### src/logic_block_pkg.sv
// How it works
// eight logic cells, one lookup and flop each
// sixteen-entry one-bit table addressed by four inputs
// d flop with optional enable and set/reset
// global clear of all flops after configuration
// fast carry in from previous, out to next
// one clock enable shared by all cells
// one local set/reset, async or sync
// clock from eight global lines or fabric
// output shows lookup result or stored value
// unused set/reset never touches the flops
// enable low holds flops across clock edges
// carry out is majority of carry and inputs
package logic_block_pkg;

    // structure of the block
    localparam int CELLS      = 8;    // logic cells in one group
    localparam int LUT_INPUTS = 4;    // data inputs per lookup
    localparam int LUT_SIZE   = 16;   // entries of one lookup table
    localparam int GBUF_LINES = 8;    // global clock lines to choose from

    // register port
    localparam int ADDR_W = 8;
    localparam int DATA_W = 32;

    // register byte offsets
    localparam logic [7:0] LUT_BASE_OFS = 8'h00; // eight tables, one word each
    localparam logic [7:0] CTRL_OFS     = 8'h20; // shared cell configuration
    localparam logic [7:0] DONE_OFS     = 8'h24; // configuration complete
    localparam logic [7:0] STATUS_OFS   = 8'h28; // flop and output state

    // field positions of the status word
    localparam int ST_Q_LSB   = 0;
    localparam int ST_OUT_LSB = 8;
    localparam int ST_CONF    = 16;

    // clock source code that picks the fabric line
    localparam logic [3:0] CLK_SEL_FABRIC = 4'h8;

    // values after reset
    localparam logic [15:0] LUT_RST  = 16'h0000;
    localparam logic [15:0] CTRL_RST = 16'h0000;

    // shared configuration carried as one word
    typedef struct packed {
        logic [3:0] clk_sel;   // 0..7 global line, 8 fabric
        logic       sr_to_set; // set/reset drives ones when high
        logic       sr_async;  // set/reset acts without the block clock
        logic       sr_used;   // set/reset input connected
        logic       ce_used;   // clock enable input connected
        logic [7:0] out_sel;   // per cell: 1 stored value, 0 lookup
    } cfg_t;

    // controls handed to every cell at once
    typedef struct packed {
        logic tick;    // active edge of the selected block clock
        logic ce;      // effective clock enable
        logic sr_now;  // set/reset acting this cycle
        logic sr_val;  // value forced by set/reset
        logic clear;   // global clear after configuration
    } cell_ctl_t;

    // configuration progress, gray coded
    typedef enum logic [1:0] {
        ST_UNCONF = 2'b00,
        ST_CLEAR  = 2'b01,
        ST_RUN    = 2'b11
    } conf_state_t;

endpackage : logic_block_pkg

### src/logic_cell.sv
`timescale 1ns/1ps
// one logic cell: lookup, carry and storage
module logic_cell (
    input  wire logic                          MCLK,
    input  wire logic                          RST_B,
    input  wire logic [15:0]                   lut_init,  // table contents
    input  wire logic [3:0]                    data_in,   // lookup address
    input  wire logic                          carry_chain_in,
    input  wire logic_block_pkg::cell_ctl_t    ctl,
    output logic                               lut_out,
    output logic                               carry_chain_out,
    output logic                               q
);
    logic q_reg;   // cell_flip_flop
    logic q_next;

    // table read: any function of four inputs
    assign lut_out = lut_init[data_in];

    // majority of carry and inputs 1 and 2 gives a ripple adder
    assign carry_chain_out = (carry_chain_in & data_in[1])
                           | (carry_chain_in & data_in[2])
                           | (data_in[1] & data_in[2]);

    // clear first, then set/reset, then enabled load, else hold
    always_comb begin
        q_next = q_reg;
        if (ctl.clear) begin
            q_next = 1'b0;
        end else if (ctl.sr_now) begin
            q_next = ctl.sr_val;
        end else if (ctl.tick && ctl.ce) begin
            q_next = lut_out;
        end
    end

    // storage element
    always_ff @(posedge MCLK or negedge RST_B) begin
        if (!RST_B) begin
            q_reg <= 1'b0;
        end else begin
            q_reg <= q_next;
        end
    end

    assign q = q_reg;

endmodule : logic_cell

### src/logic_block_group.sv
`timescale 1ns/1ps
// eight cells sharing clock source, enable and set/reset
module logic_block_group (
    input  wire logic                   MCLK,
    input  wire logic                   RST_B,
    input  wire logic [7:0]             ADDR,
    input  wire logic [31:0]            WR_DATA,
    input  wire logic                   WR_EN,
    input  wire logic                   RD_EN,
    output logic      [31:0]            RD_DATA,
    input  wire logic [31:0]            CELL_IN,     // four bits per cell
    input  wire logic                   CLK_ENABLE,
    input  wire logic                   LOCAL_SR,
    input  wire logic [7:0]             GBUF_CLK,
    input  wire logic                   FABRIC_CLK,
    input  wire logic                   CARRY_IN,
    output logic      [7:0]             CELL_OUT,
    output logic                        CARRY_OUT,
    output logic                        CONFIG_DONE
);
    // configuration storage
    logic [15:0]                  lut_reg [8];   // one table per cell
    logic_block_pkg::cfg_t        ctrl_reg;      // shared configuration
    logic_block_pkg::conf_state_t state_reg;     // configuration progress
    logic_block_pkg::conf_state_t state_next;
    logic [31:0]                  rd_reg;        // read data register
    logic [31:0]                  rd_next;
    logic                         clk_prev_reg;  // last selected clock level
    logic [7:0]                   out_reg;       // cell outputs
    logic [7:0]                   out_next;
    logic                         carry_reg;     // block carry out
    logic                         done_reg;      // configuration flag out

    // cell-level wires
    logic [7:0]                   lut_w;         // lookup results
    logic [7:0]                   q_w;           // flop contents
    logic [8:0]                   chain_w;       // carry ripple
    logic_block_pkg::cell_ctl_t   ctl_w;

    // register decode
    wire       lut_hit  = (ADDR[7:5] == logic_block_pkg::LUT_BASE_OFS[7:5])
                       && (ADDR[1:0] == 2'h0);
    wire [2:0] lut_idx  = ADDR[4:2];
    wire       ctrl_hit = (ADDR == logic_block_pkg::CTRL_OFS);
    wire       done_hit = (ADDR == logic_block_pkg::DONE_OFS);
    wire       stat_hit = (ADDR == logic_block_pkg::STATUS_OFS);
    wire       lut_wr   = WR_EN && lut_hit;
    wire       ctrl_wr  = WR_EN && ctrl_hit;
    // writing one to the done word ends configuration
    wire       done_wr  = WR_EN && done_hit && WR_DATA[0];

    // clock source selection: global line or fabric
    wire       fab_sel  =
        (ctrl_reg.clk_sel == logic_block_pkg::CLK_SEL_FABRIC);
    wire       clk_sel_w = fab_sel ? FABRIC_CLK
                                   : GBUF_CLK[ctrl_reg.clk_sel[2:0]];
    // codes 9..15 pick no source, so the block clock stays still
    wire       sel_ok   = !ctrl_reg.clk_sel[3] || fab_sel;
    wire       run_w    = (state_reg == logic_block_pkg::ST_RUN);
    // rising edge of the selected source, common to all cells
    wire       tick_w   = run_w && sel_ok && clk_sel_w && !clk_prev_reg;

    // shared enable: an unused enable reads as always on
    wire       ce_w     = !ctrl_reg.ce_used || CLK_ENABLE;
    // an unused set/reset never acts
    wire       sr_act   = ctrl_reg.sr_used && LOCAL_SR && run_w;
    // async acts at once, sync only at the block clock edge
    wire       sr_now_w = sr_act && (ctrl_reg.sr_async || tick_w);

    assign ctl_w.tick   = tick_w;
    assign ctl_w.ce     = ce_w;
    assign ctl_w.sr_now = sr_now_w;
    assign ctl_w.sr_val = ctrl_reg.sr_to_set;
    assign ctl_w.clear  = (state_reg == logic_block_pkg::ST_CLEAR);

    // the block carry enters cell zero
    assign chain_w[0] = CARRY_IN;

    // eight identical cells on one carry chain
    for (genvar i = 0; i < logic_block_pkg::CELLS; i++) begin : g_cell
        logic_cell u_cell (
            .MCLK            (MCLK),
            .RST_B           (RST_B),
            .lut_init        (lut_reg[i]),
            .data_in         (CELL_IN[4*i +: 4]),
            .carry_chain_in  (chain_w[i]),
            .ctl             (ctl_w),
            .lut_out         (lut_w[i]),
            .carry_chain_out (chain_w[i+1]),
            .q               (q_w[i])
        );
    end

    // output choice per cell: stored value or lookup result
    assign out_next = (ctrl_reg.out_sel & q_w)
                    | (~ctrl_reg.out_sel & lut_w);

    // configuration sequence: clear once right after completion
    always_comb begin
        state_next = state_reg;
        unique case (state_reg)
            logic_block_pkg::ST_UNCONF: begin
                // tables load freely, flops held at zero
                if (done_wr) begin
                    state_next = logic_block_pkg::ST_CLEAR;
                end
            end
            logic_block_pkg::ST_CLEAR: begin
                // one cycle of global clear, then run
                state_next = logic_block_pkg::ST_RUN;
            end
            logic_block_pkg::ST_RUN: begin
                // stays configured until the next reset
                state_next = logic_block_pkg::ST_RUN;
            end
            default: begin
                state_next = logic_block_pkg::ST_UNCONF;
            end
        endcase
    end

    // read mux, unmapped offsets answer zero
    always_comb begin
        rd_next = '0;
        // only a read strobe loads data, so the bus idles at zero
        if (RD_EN) begin
            if (lut_hit) begin
                rd_next[15:0] = lut_reg[lut_idx];
            end else if (ctrl_hit) begin
                rd_next[15:0] = ctrl_reg;
            end else if (done_hit) begin
                rd_next[0] = run_w;
            end else if (stat_hit) begin
                // flops, outputs and the done bit in one word
                rd_next[logic_block_pkg::ST_Q_LSB +: 8]   = q_w;
                rd_next[logic_block_pkg::ST_OUT_LSB +: 8] = out_reg;
                rd_next[logic_block_pkg::ST_CONF]         = run_w;
            end
        end
    end

    // lookup tables, written at any time
    always_ff @(posedge MCLK or negedge RST_B) begin
        if (!RST_B) begin
            for (int k = 0; k < 8; k++) begin
                lut_reg[k] <= logic_block_pkg::LUT_RST;
            end
        end else if (lut_wr) begin
            lut_reg[lut_idx] <= WR_DATA[15:0];
        end
    end

    // shared configuration word
    always_ff @(posedge MCLK or negedge RST_B) begin
        if (!RST_B) begin
            ctrl_reg <= logic_block_pkg::CTRL_RST;
        end else if (ctrl_wr) begin
            ctrl_reg <= WR_DATA[15:0];
        end
    end

    // sequence state and edge detect history
    always_ff @(posedge MCLK or negedge RST_B) begin
        if (!RST_B) begin
            state_reg    <= logic_block_pkg::ST_UNCONF;
            clk_prev_reg <= 1'b0;
        end else begin
            state_reg    <= state_next;
            clk_prev_reg <= clk_sel_w;
        end
    end

    // registered outputs; costs one cycle of latency on every path
    always_ff @(posedge MCLK or negedge RST_B) begin
        if (!RST_B) begin
            rd_reg    <= '0;
            out_reg   <= '0;
            carry_reg <= 1'b0;
            done_reg  <= 1'b0;
        end else begin
            rd_reg    <= rd_next;
            out_reg   <= out_next;
            carry_reg <= chain_w[8];
            done_reg  <= run_w;
        end
    end

    // every port comes straight from a flop above
    assign RD_DATA     = rd_reg;
    assign CELL_OUT    = out_reg;
    assign CARRY_OUT   = carry_reg;
    assign CONFIG_DONE = done_reg;

    // expected ripple result, recomputed independently
    logic [8:0] maj_w;
    assign maj_w[0] = CARRY_IN;
    for (genvar j = 0; j < 8; j++) begin : g_maj
        assign maj_w[j+1] = (maj_w[j] + CELL_IN[4*j+1]
                           + CELL_IN[4*j+2]) >= 2'h2;
    end

    // expected lookup per cell, read straight from the tables
    logic [7:0] exp_lut_w;
    for (genvar j = 0; j < 8; j++) begin : g_exp
        assign exp_lut_w[j] = lut_reg[j][CELL_IN[4*j +: 4]];
    end
endmodule : logic_block_group

### config.mk
export PLATFORM = sky130hd
export DESIGN_NAME = logic_block_group
export DESIGN_NICKNAME = d
export VERILOG_FILES = /design/src/logic_block_pkg.sv /design/src/logic_cell.sv /design/src/logic_block_group.sv
export SDC_FILE = /design/constraint.sdc
export NUM_CORES = 1
export LEC_CHECK = 0
export ABC_AREA = 1
export BUFFER_PORTS_ARGS = -buffer_cell sky130_fd_sc_hd__buf_2
export CAP_MARGIN = 20
export CORE_ASPECT_RATIO = 2
export CORE_UTILIZATION = 40
export CTS_CLUSTER_DIAMETER = 120
export DETAILED_ROUTE_END_ITERATION = 8
export HOLD_SLACK_MARGIN = 0.06
export PLACE_DENSITY = 0.64
export SLEW_MARGIN = 20
export SYNTH_ARGS = -nofsm -noshare
export SYNTH_HDL_FRONTEND = slang
export SYNTH_SLANG_ARGS = --single-unit
export TNS_END_PERCENT = 30
### constraint.sdc
create_clock -name MCLK -period 2.1 [get_ports MCLK]
set_input_delay 0.63 -clock MCLK [delete_from_list [all_inputs] [get_ports MCLK]]
set_output_delay 0.63 -clock MCLK [all_outputs]
set_load 0.02 [all_outputs]
==> flow_metrics.tcl, run 1 <==
set metrics [dict create \
    status "finished, final reports clean" \
    drt_first_pass_iters 5 \
    slew_viol_final 0 \
    ys_seq_area_share_pct 48.1 \
    wl_um 30600 \
    die_y_um 219 \
    synthTopCellsByArea "dfrtp_1 48%, nand2_1 14%, o21ai_0 12%" \
    fin_tns_setup_ns 0 \
    p_comb_share_pct 12.6 \
    ant_nets 0 \
    vias 8877 \
    finalInstanceArea_um2 11200 \
    core_region_area_um2 23200 \
    antenna_found_initial 0 \
    postCtsSetupRepairBufs 0 \
    r2r_setup_slack_ns 0.30 \
    rsz0062_at_grt "false" \
    grt_max_degree 56 \
    drive_gt1_share_pct 15.3 \
    largest_reg_flops 128 \
    dp_hpwl_um 23500 \
    grt_pass1_wl_um 46800 \
    setup.worst_path.end_class "flop" \
    vdd_drop_max_uv 468 \
    p_total_uw 8240 \
    switchingPower_uw 2290 \
    ys_warn_count 0 \
    grt_usage_pct 25.6 \
    netlist_area_um2 9460 \
    seqPwrFrac_pct 46.1 \
    fin_skew_ns 0.0104 \
    hold_violations 0 \
    p_sw_share_pct 27.8 \
    start_util_pct 40.7 \
    synth-edff-count 0 \
    clk_latency_ns 0.45 \
    yosysUniqueCellTypes 36 \
    p_int_uw 5940 \
    row_count 79 \
    clk_pin_slew_ns 0.07 \
    fin_util_pct 48.3 \
    post-route-period-util_pct 85.8 \
    hp-class "in -> async" \
    drv_cap 0 \
    worst_pin_slew_ns 0.616 \
    crit_fanout 9 \
    ios 130 \
    post_drt_wl_per_cell_um 18.7 \
    grt_overflow_total 0 \
    power_leakage_uw 0.00543 \
    synthCells 1227 \
    drc 0 \
    h-tree-depth 4 \
    r2r-start "ctrl_reg[12]$_DFFE_PN0P_" \
    nets 1425 \
    vias_per_cell 5.44 \
    synth_top_area_cell "dfrtp_1" \
    async_flop_share_pct 100 \
    seq_area_um2 4550 \
    area_growth_syn_to_layout_pct 18.5 \
    grt_pass1_vias 8524 \
    multi_input_area_um2 4110 \
    cts.path.max_buffers 2 \
    cts_resized 0 \
    nFillCells 2283 \
    fin_crit_ns 1.80 \
    relSlewSlack_pct 58.9 \
    crit_arrival_ns 2.20 \
    drt_iter0_drc 599 \
    place_area_um2 10600 \
    die_w_um 111 \
    crit_start "ctrl_reg[12]$_DFFE_PN0P_" \
    ys_ff_latch 182 \
    worstSetupPathType "reg -> reg" \
    worstSetupStartpointType "flop" \
    setup_viol 0 \
    cts_root_buf "clkbuf_16" \
    place.gp.congestion 0.918 \
    cts_buffers 17 \
    die_area_um2 24300 \
    syn_avg_cell_area_um2 7.71 \
    diodes 0 \
    cts_tree "done" \
    fmax_mhz 555 \
    cts_num_sinks 182 \
    io_buffer_count 98 \
    hold_buffers 0 \
    p_per_area_nw_per_um2 735 \
    clockPowerShare_pct 41.3 \
    netlist.area_leader.share_pct 48.1 \
    synthFlopType "dfrtp_1" \
    required_ns 2.50 \
]
## Yosys cell counts (all sizes together) (6+ instances only)
master / count
a21oi: 39
a32oi: 14
buf: 37
clkbuf: 41
dfrtp: 182
inv: 122
nand2: 354
nand3: 82
nand3b: 6
nand4: 16
nor2: 42
o211ai: 17
o21ai: 225
o221ai: 29
## per-layer routing
layer	global-route usage, %	part of all wire [%]	routed length (um)
met1	27.5	37	11400
met2	47.6	53	16300
met3	3.41	3.7	1140
met4	15.2	5.6	1700
met5	0	0	0
## placed cells by master (no fill, tap or decap), types with 2 or more instances in the layout
cell type   netlist  final
a21oi_1          39     39
clkinv_1          2      2
buf_2            19     97
inv_8             0      2
o21ai_0         218    218
nor2_2            2      2
a22oi_1           2      2
nand3b_1          6      6
inv_1           118    118
buf_4            15     43
o211ai_1         17     17
bufinv_16         0      3
nand3_1          80     80
clkinv_4          0      2
nor3_4            3      3
o221ai_1         29     29
or2_2             4      4
nand2_2           3      3
o2111ai_1         2      2
a32oi_1          14     14
dfrtp_1         182    182
conb_1            1     15
nor2_1           40     40
o21ai_1           7      7
clkinvlp_4        0      2
nand2_1         350    350
nor3_1            2      2
buf_12            0     14
inv_6             0      4
inv_2             4      4
nand4_1          16     16
clkbuf_16         0     17
## stage by stage
step | hold slack [ns] | setup slack, ns | std cells
detailed placement | 0.435 | -0.0723 | 1601
floorplan | 0.334 | 0.348 | 1241
global placement | 0.423 | -0.0572 | 1601
CTS | 0.0746 | 0.311 | 1633
global route | 0.0996 | 0.122 | 1633
finish | 0.0747 | 0.299 | 1633
## power by group through the flow
stage	clock network (uW)	logic [uW]	registers [uW]
after global routing	3570	1150	3810
after detailed placement	0	1030	3860
after floorplan	0	543	3840
after global placement	0	1020	3860
final	3410	1040	3790
after CTS	3440	1040	3790
## layout make-up
type / count / share of cell area (%)
multi-input combinational: 857 / 36.7
sequential: 182 / 40.6
tap: 283 / 3.16
inverter: 124 / 4.15
clock inverter: 14 / 1.65
clock buffer: 18 / 3.92
timing repair buffer: 155 / 9.81
## worst paths after layout
path                                                        to  cells past startpoint
worst max-delay path            g_cell[0].u_cell.q$_DFFE_PN0P_                     11
worst min-delay path                       CARRY_OUT$_DFF_PN0_                      1
worst max register to register  g_cell[0].u_cell.q$_DFFE_PN0P_                     11
worst min register to register        state_reg[1]$_DFFE_PN0P_                      0
max in group asynchronous              lut_reg[94]$_DFFE_PN0P_                      2
min in group MCLK                         RD_DATA[0]$_DFF_PN0_                      3
## worst max-delay path, cell delays in order (launching register included)
cell and delay [ns]:
dfrtp_1 0.46, inv_2 0.14, nor2_1 0.05, nor2_1 0.08, nand3_1 0.07, nand2_1 0.11, nand2_1 0.06, inv_1 0.08
nand3_2 0.23, nand2_2 0.29, nand3_1 0.11, nand2_1 0.07
## kinds of logic after synthesis
logic type | after synthesis | synth area share, %
compound gates | 332 | 19.9
buf+inv | 202 | 8.94
flops | 182 | 48.1
other cells | 1 | 0.0396
simple gates | 510 | 22.9
No activity file was read; power rests on OpenSTA's default activity.
==> run 2: changes to the inputs <==
Settings changed: CORE_MARGIN set to 2.
==> run 2 against run 1 <==
Against the previous run:
- maximum frequency is essentially flat
- die area grew 2.7%
- critical path depth shrank 3
- critical path type unchanged
- critical endpoint is now g_cell[2].u_cell.q$_DFFE_PN0P_
==> flow_metrics.tcl, run 2 (synthesis gave the netlist of run 1 again) <==
set metrics [dict create \
    drive_gt1_share_pct 14.8 \
    cts_buffers 17 \
    slew_viol_final 0 \
    setup_viol 0 \
    wl_um 31200 \
    dp.cells 1594 \
    die_area_um2 25000 \
    drt_iter0_drc 670 \
    p_per_area_nw_per_um2 719 \
    fmax_mhz 555 \
    relSlewSlack_pct 58.1 \
    post-route-period-util_pct 85.7 \
    postCtsSetupRepairBufs 0 \
    stdcell_count 1626 \
    multi_input_area_um2 4110 \
    clk_pin_slew_ns 0.08 \
    power_leakage_uw 0.00538 \
    clk_latency_ns 0.45 \
    status "finished, final reports clean" \
    drv_cap 0 \
    hp-class "in -> async" \
    mostFrequentLayoutCell "nand2_1" \
    drc 0 \
    layout_common_cells "350 x nand2_1, 218 x o21ai_0, 182 x dfrtp_1" \
    io_buffer_count 98 \
    cts_num_sinks 182 \
    row_count 79 \
    hold_violations 0 \
    crit_arrival_ns 2.14 \
    crit_start "state_reg[0]$_DFFE_PN0P_" \
    post_drt_wl_per_cell_um 19.2 \
    place.gp.congestion 0.935 \
    cts_root_buf "clkbuf_16" \
    fin_tns_setup_ns 0 \
    start_util_pct 40.7 \
    cts.path.max_buffers 2 \
    h-tree-depth 4 \
    fin_skew_ns 0.0141 \
    die_y_um 221 \
    worstSetupPathType "reg -> reg" \
    worstSetupStartpointType "flop" \
    worst_pin_slew_ns 0.628 \
    antenna_found_initial 0 \
    vdd_drop_max_uv 575 \
    cts_tree "done" \
    largest_reg_flops 128 \
    grt_max_degree 46 \
    grt_usage_pct 25.4 \
    vias 8961 \
    grt_pass1_vias 8741 \
    required_ns 2.44 \
    setup.worst_path.end_class "flop" \
    r2r-start "state_reg[0]$_DFFE_PN0P_" \
    cts_resized 0 \
    area_growth_syn_to_layout_pct 17.8 \
    ant_nets 0 \
    ios 130 \
    rsz0062_at_grt "false" \
    vias_per_cell 5.51 \
    diodes 0 \
    grt_overflow_total 0 \
    fin_crit_ns 1.80 \
    nets 1418 \
    drt_first_pass_iters 5 \
    crit_fanout 8 \
    hold_buffers 0 \
    core_region_area_um2 23200 \
    die_w_um 113 \
    nFillCells 2282 \
    dp_hpwl_um 23800 \
    fin_util_pct 48.0 \
    seq_area_um2 4550 \
    grt_pass1_wl_um 48500 \
]
## run 2: final timing paths
path / slack, ns / end / cells past startpoint
max: 0.30 / g_cell[2].u_cell.q$_DFFE_PN0P_ / 8
min: 0.07 / CARRY_OUT$_DFF_PN0_ / 1
max reg2reg: 0.30 / g_cell[2].u_cell.q$_DFFE_PN0P_ / 8
min reg2reg: 0.45 / state_reg[1]$_DFFE_PN0P_ / 0
max in group asynchronous: 1.41 / ctrl_reg[15]$_DFFE_PN0P_ / 2
min in group MCLK: 0.44 / RD_DATA[0]$_DFF_PN0_ / 3
## run 2: final cells by class
class                           count  area share (%)
Sequential cell                   182            40.9
Inverter                          124            4.18
Clock inverter                     15            1.44
Timing Repair Buffer              148            9.62
Tap cell                          283            3.18
Clock buffer                       17            3.82
Multi-Input combinational cell    857            36.9
## run 2: metal layers
| layer | part of all wire [%] | GRT usage [%] | vias to the layer above | wire length, um |
|---|---|---|---|---|
| met1 | 37 | 28.5 | 4257 | 11500 |
| met2 | 52 | 44.7 | 343 | 16200 |
| met4 | 6.3 | 15.3 | 0 | 1970 |
| li1 | - | - | 4288 | - |
| met5 | 0 | 0 | - | 0 |
| met3 | 4.9 | 3.75 | 73 | 1530 |
## run 2: power by group
part           switching, uW  leakage [uW]  internal (uW)
Clock                   1590      0.000277           1590
Sequential               137       0.00250           3660
Combinational            694       0.00261            345
Total                   2420       0.00538           5590
## run 2: per-stage QoR
stage               power, uW  area, um2  hold slack [ns]  setup WS [ns]
finish                   8010      11100           0.0691          0.299
global route             8320      11100           0.0962          0.183
CTS                      8050      11100           0.0795          0.300
detailed placement       4890      10600            0.440         0.0434
global placement         4870      10600            0.421         0.0697
floorplan                4380       9510            0.334          0.348
## run 2: worst max-delay path, stage by stage, from the launching register on
cell and delay, ns:
dfrtp_1 0.40, nand2_2 0.11, or2_0 0.23, nor2_2 0.15
nand3_1 0.10, nand2_2 0.10, nand3_1 0.32, nand3_1 0.21
nand2_1 0.07
==> run 3: changes to the inputs <==
Settings changed: BUFFER_PORTS_ARGS -buffer_cell sky130_fd_sc_hd__buf_2 to unset, CORE_MARGIN 2 to 5, DONT_BUFFER_PORTS set to 1, PLACE_DENSITY 0.64 to 0.59.
==> run 3 against run 2 <==
Against the previous run:
- the flow now finishes with violations (hold timing)
- critical path type unchanged
- routed wire length increased by 0.56%
- sequential power about the same
- setup slack got worse by 0.020 ns
- largest power group unchanged
- power increased by 2.4%
- register-to-register slack got worse by 0.02 ns
- sequential share of layout area increased by 2.8 points
- highest routed layer unchanged
- die area increased by 8.2%
- non-clock buffer count decreased by 122
- clock power increased by 15%
- flip-flop and latch count unchanged
- via count decreased by 5.7%
==> flow_metrics.tcl, run 3 (synthesis gave the netlist of run 1 again) <==
set metrics [dict create \
    status "finished with violations" \
    violations "hold timing" \
    vias 8453 \
    place_area_um2 9760 \
    grt_usage_pct 23.3 \
    antenna_found_initial 0 \
    grt_pass1_vias 8286 \
    h-tree-depth 4 \
    vias_per_cell 5.62 \
    required_ns 2.43 \
    rsz0062_at_grt "false" \
    dp_hpwl_um 23300 \
    power_leakage_uw 0.00484 \
    crit_family "simple AND/OR/NAND/NOR gates" \
    hp-class "in -> async" \
    die_w_um 119 \
    worstSetupPathType "reg -> reg" \
    drv_cap 0 \
    ant_nets 0 \
    fmax_mhz 549 \
    crit_slowest_cell "dfrtp_1" \
    relSlewSlack_pct 58.9 \
    grt_overflow_total 0 \
    cts_num_sinks 182 \
    slew_viol_final 0 \
    drive_gt1_share_pct 6.31 \
    wl_um 31300 \
    ios 130 \
    largest_reg_flops 128 \
    drc 0 \
    mostFrequentLayoutCell "nand2_1" \
    start_util_pct 40.6 \
    cts_resized 0 \
    drt_first_pass_iters 5 \
    die_y_um 227 \
    post_drt_wl_per_cell_um 20.8 \
    fin_tns_setup_ns 0 \
    grt_max_degree 183 \
    worst_pin_slew_ns 0.615 \
    vdd_drop_max_uv 554 \
    io_buffer_count 0 \
    layout_common_cells "350 x nand2_1, 218 x o21ai_0, 182 x dfrtp_1" \
    p_per_area_nw_per_um2 788 \
    hold_ws_ns -0.120 \
    cts_tree "done" \
    fin_skew_ns 0.00826 \
    setup.worst_path.end_class "flop" \
    area_growth_syn_to_layout_pct 10.1 \
    cts_root_buf "clkbuf_16" \
    fin_crit_ns 1.82 \
    setup_viol 0 \
    grt_pass1_wl_um 47800 \
    finalInstanceArea_um2 10400 \
    path_buf_inv 1 \
    drt_iter0_drc 703 \
    clk_pin_slew_ns 0.07 \
    crit_arrival_ns 2.15 \
    crit_chain "inv_2 -> nand2_1 -> nand2_1 -> nand2_1 -> nand3_1 -> nand3_1 -> nand2_2 -> nand3_1 -> nand3_1 -> nand2_1" \
    die_area_um2 27000 \
    row_count 79 \
    crit_path_max_incr_delay_ns 0.45 \
    diodes 0 \
    postCtsSetupRepairBufs 0 \
    nets 1296 \
    post-route-period-util_pct 86.7 \
    core_region_area_um2 23300 \
    worstSetupStartpointType "flop" \
    cts_buffers 17 \
    hold_violations 182 \
    place.gp.congestion 0.932 \
    cts.path.max_buffers 2 \
    crit_fanout 8 \
    clk_latency_ns 0.45 \
]
## run 3: cell types whose count changed in the layout (fill, tap and decap cells not counted), sizes merged
| cell | delta |
|---|---|
| buf | -122 |
| bufinv | +5 |
| clkinvlp | -2 |
| clkinv | -3 |
## run 3: cell type report
class / count / area, um2
Fill cell: 2374 / 12900
Sequential cell: 182 / 4550
Multi-Input combinational cell: 857 / 4110
Inverter: 124 / 465
Clock buffer: 17 / 425
Tap cell: 283 / 354
Timing Repair Buffer: 26 / 270
Clock inverter: 15 / 238
## run 3: power breakdown
part | total [uW] | leakage [uW] | switching (uW) | internal, uW
combinational | 742 | 0.00202 | 496 | 246
sequential | 3820 | 0.00250 | 162 | 3660
clock | 3650 | 0.000323 | 1500 | 2150
total | 8210 | 0.00484 | 2150 | 6050
## run 3: worst paths after layout
kind | cells after the start | to | slack (ns) | start
worst min register to register | 0 | state_reg[1]$_DFFE_PN0P_ | 0.45 | state_reg[0]$_DFFE_PN0P_
max in group asynchronous | 0 | lut_reg[125]$_DFFE_PN0P_ | 1.83 | RST_B
worst max-delay path | 10 | g_cell[4].u_cell.q$_DFFE_PN0P_ | 0.28 | ctrl_reg[12]$_DFFE_PN0P_
worst max register to register | 10 | g_cell[4].u_cell.q$_DFFE_PN0P_ | 0.28 | ctrl_reg[12]$_DFFE_PN0P_
min in group MCLK | 2 | RD_DATA[0]$_DFF_PN0_ | 0.32 | RD_EN
worst min-delay path | 0 | lut_reg[7]$_DFFE_PN0P_ | -0.12 | RST_B
## run 3: metrics by stage
| step | util, % | std cells | total power, uW | setup slack [ns] | hold slack (ns) |
|---|---|---|---|---|---|
| after floorplan | - | 1241 | 4380 | 0.348 | 0.334 |
| after global placement | 41.8 | 1472 | 4610 | 0.148 | 0.341 |
| after detailed placement | 41.8 | 1472 | 4620 | 0.136 | 0.342 |
| after CTS | 44.7 | 1504 | 8250 | 0.270 | -0.134 |
| after global routing | 44.7 | 1504 | 8490 | 0.142 | -0.134 |
| final | 44.7 | 1504 | 8210 | 0.279 | -0.120 |
## run 3: per-layer routing
metal,wire [um],track usage [%],up-vias
met2,16700,42.8,272
met3,1510,3.65,59
met1,11600,25.7,4084
met4,1570,12.4,0
met5,0,0,-
li1,-,-,4038
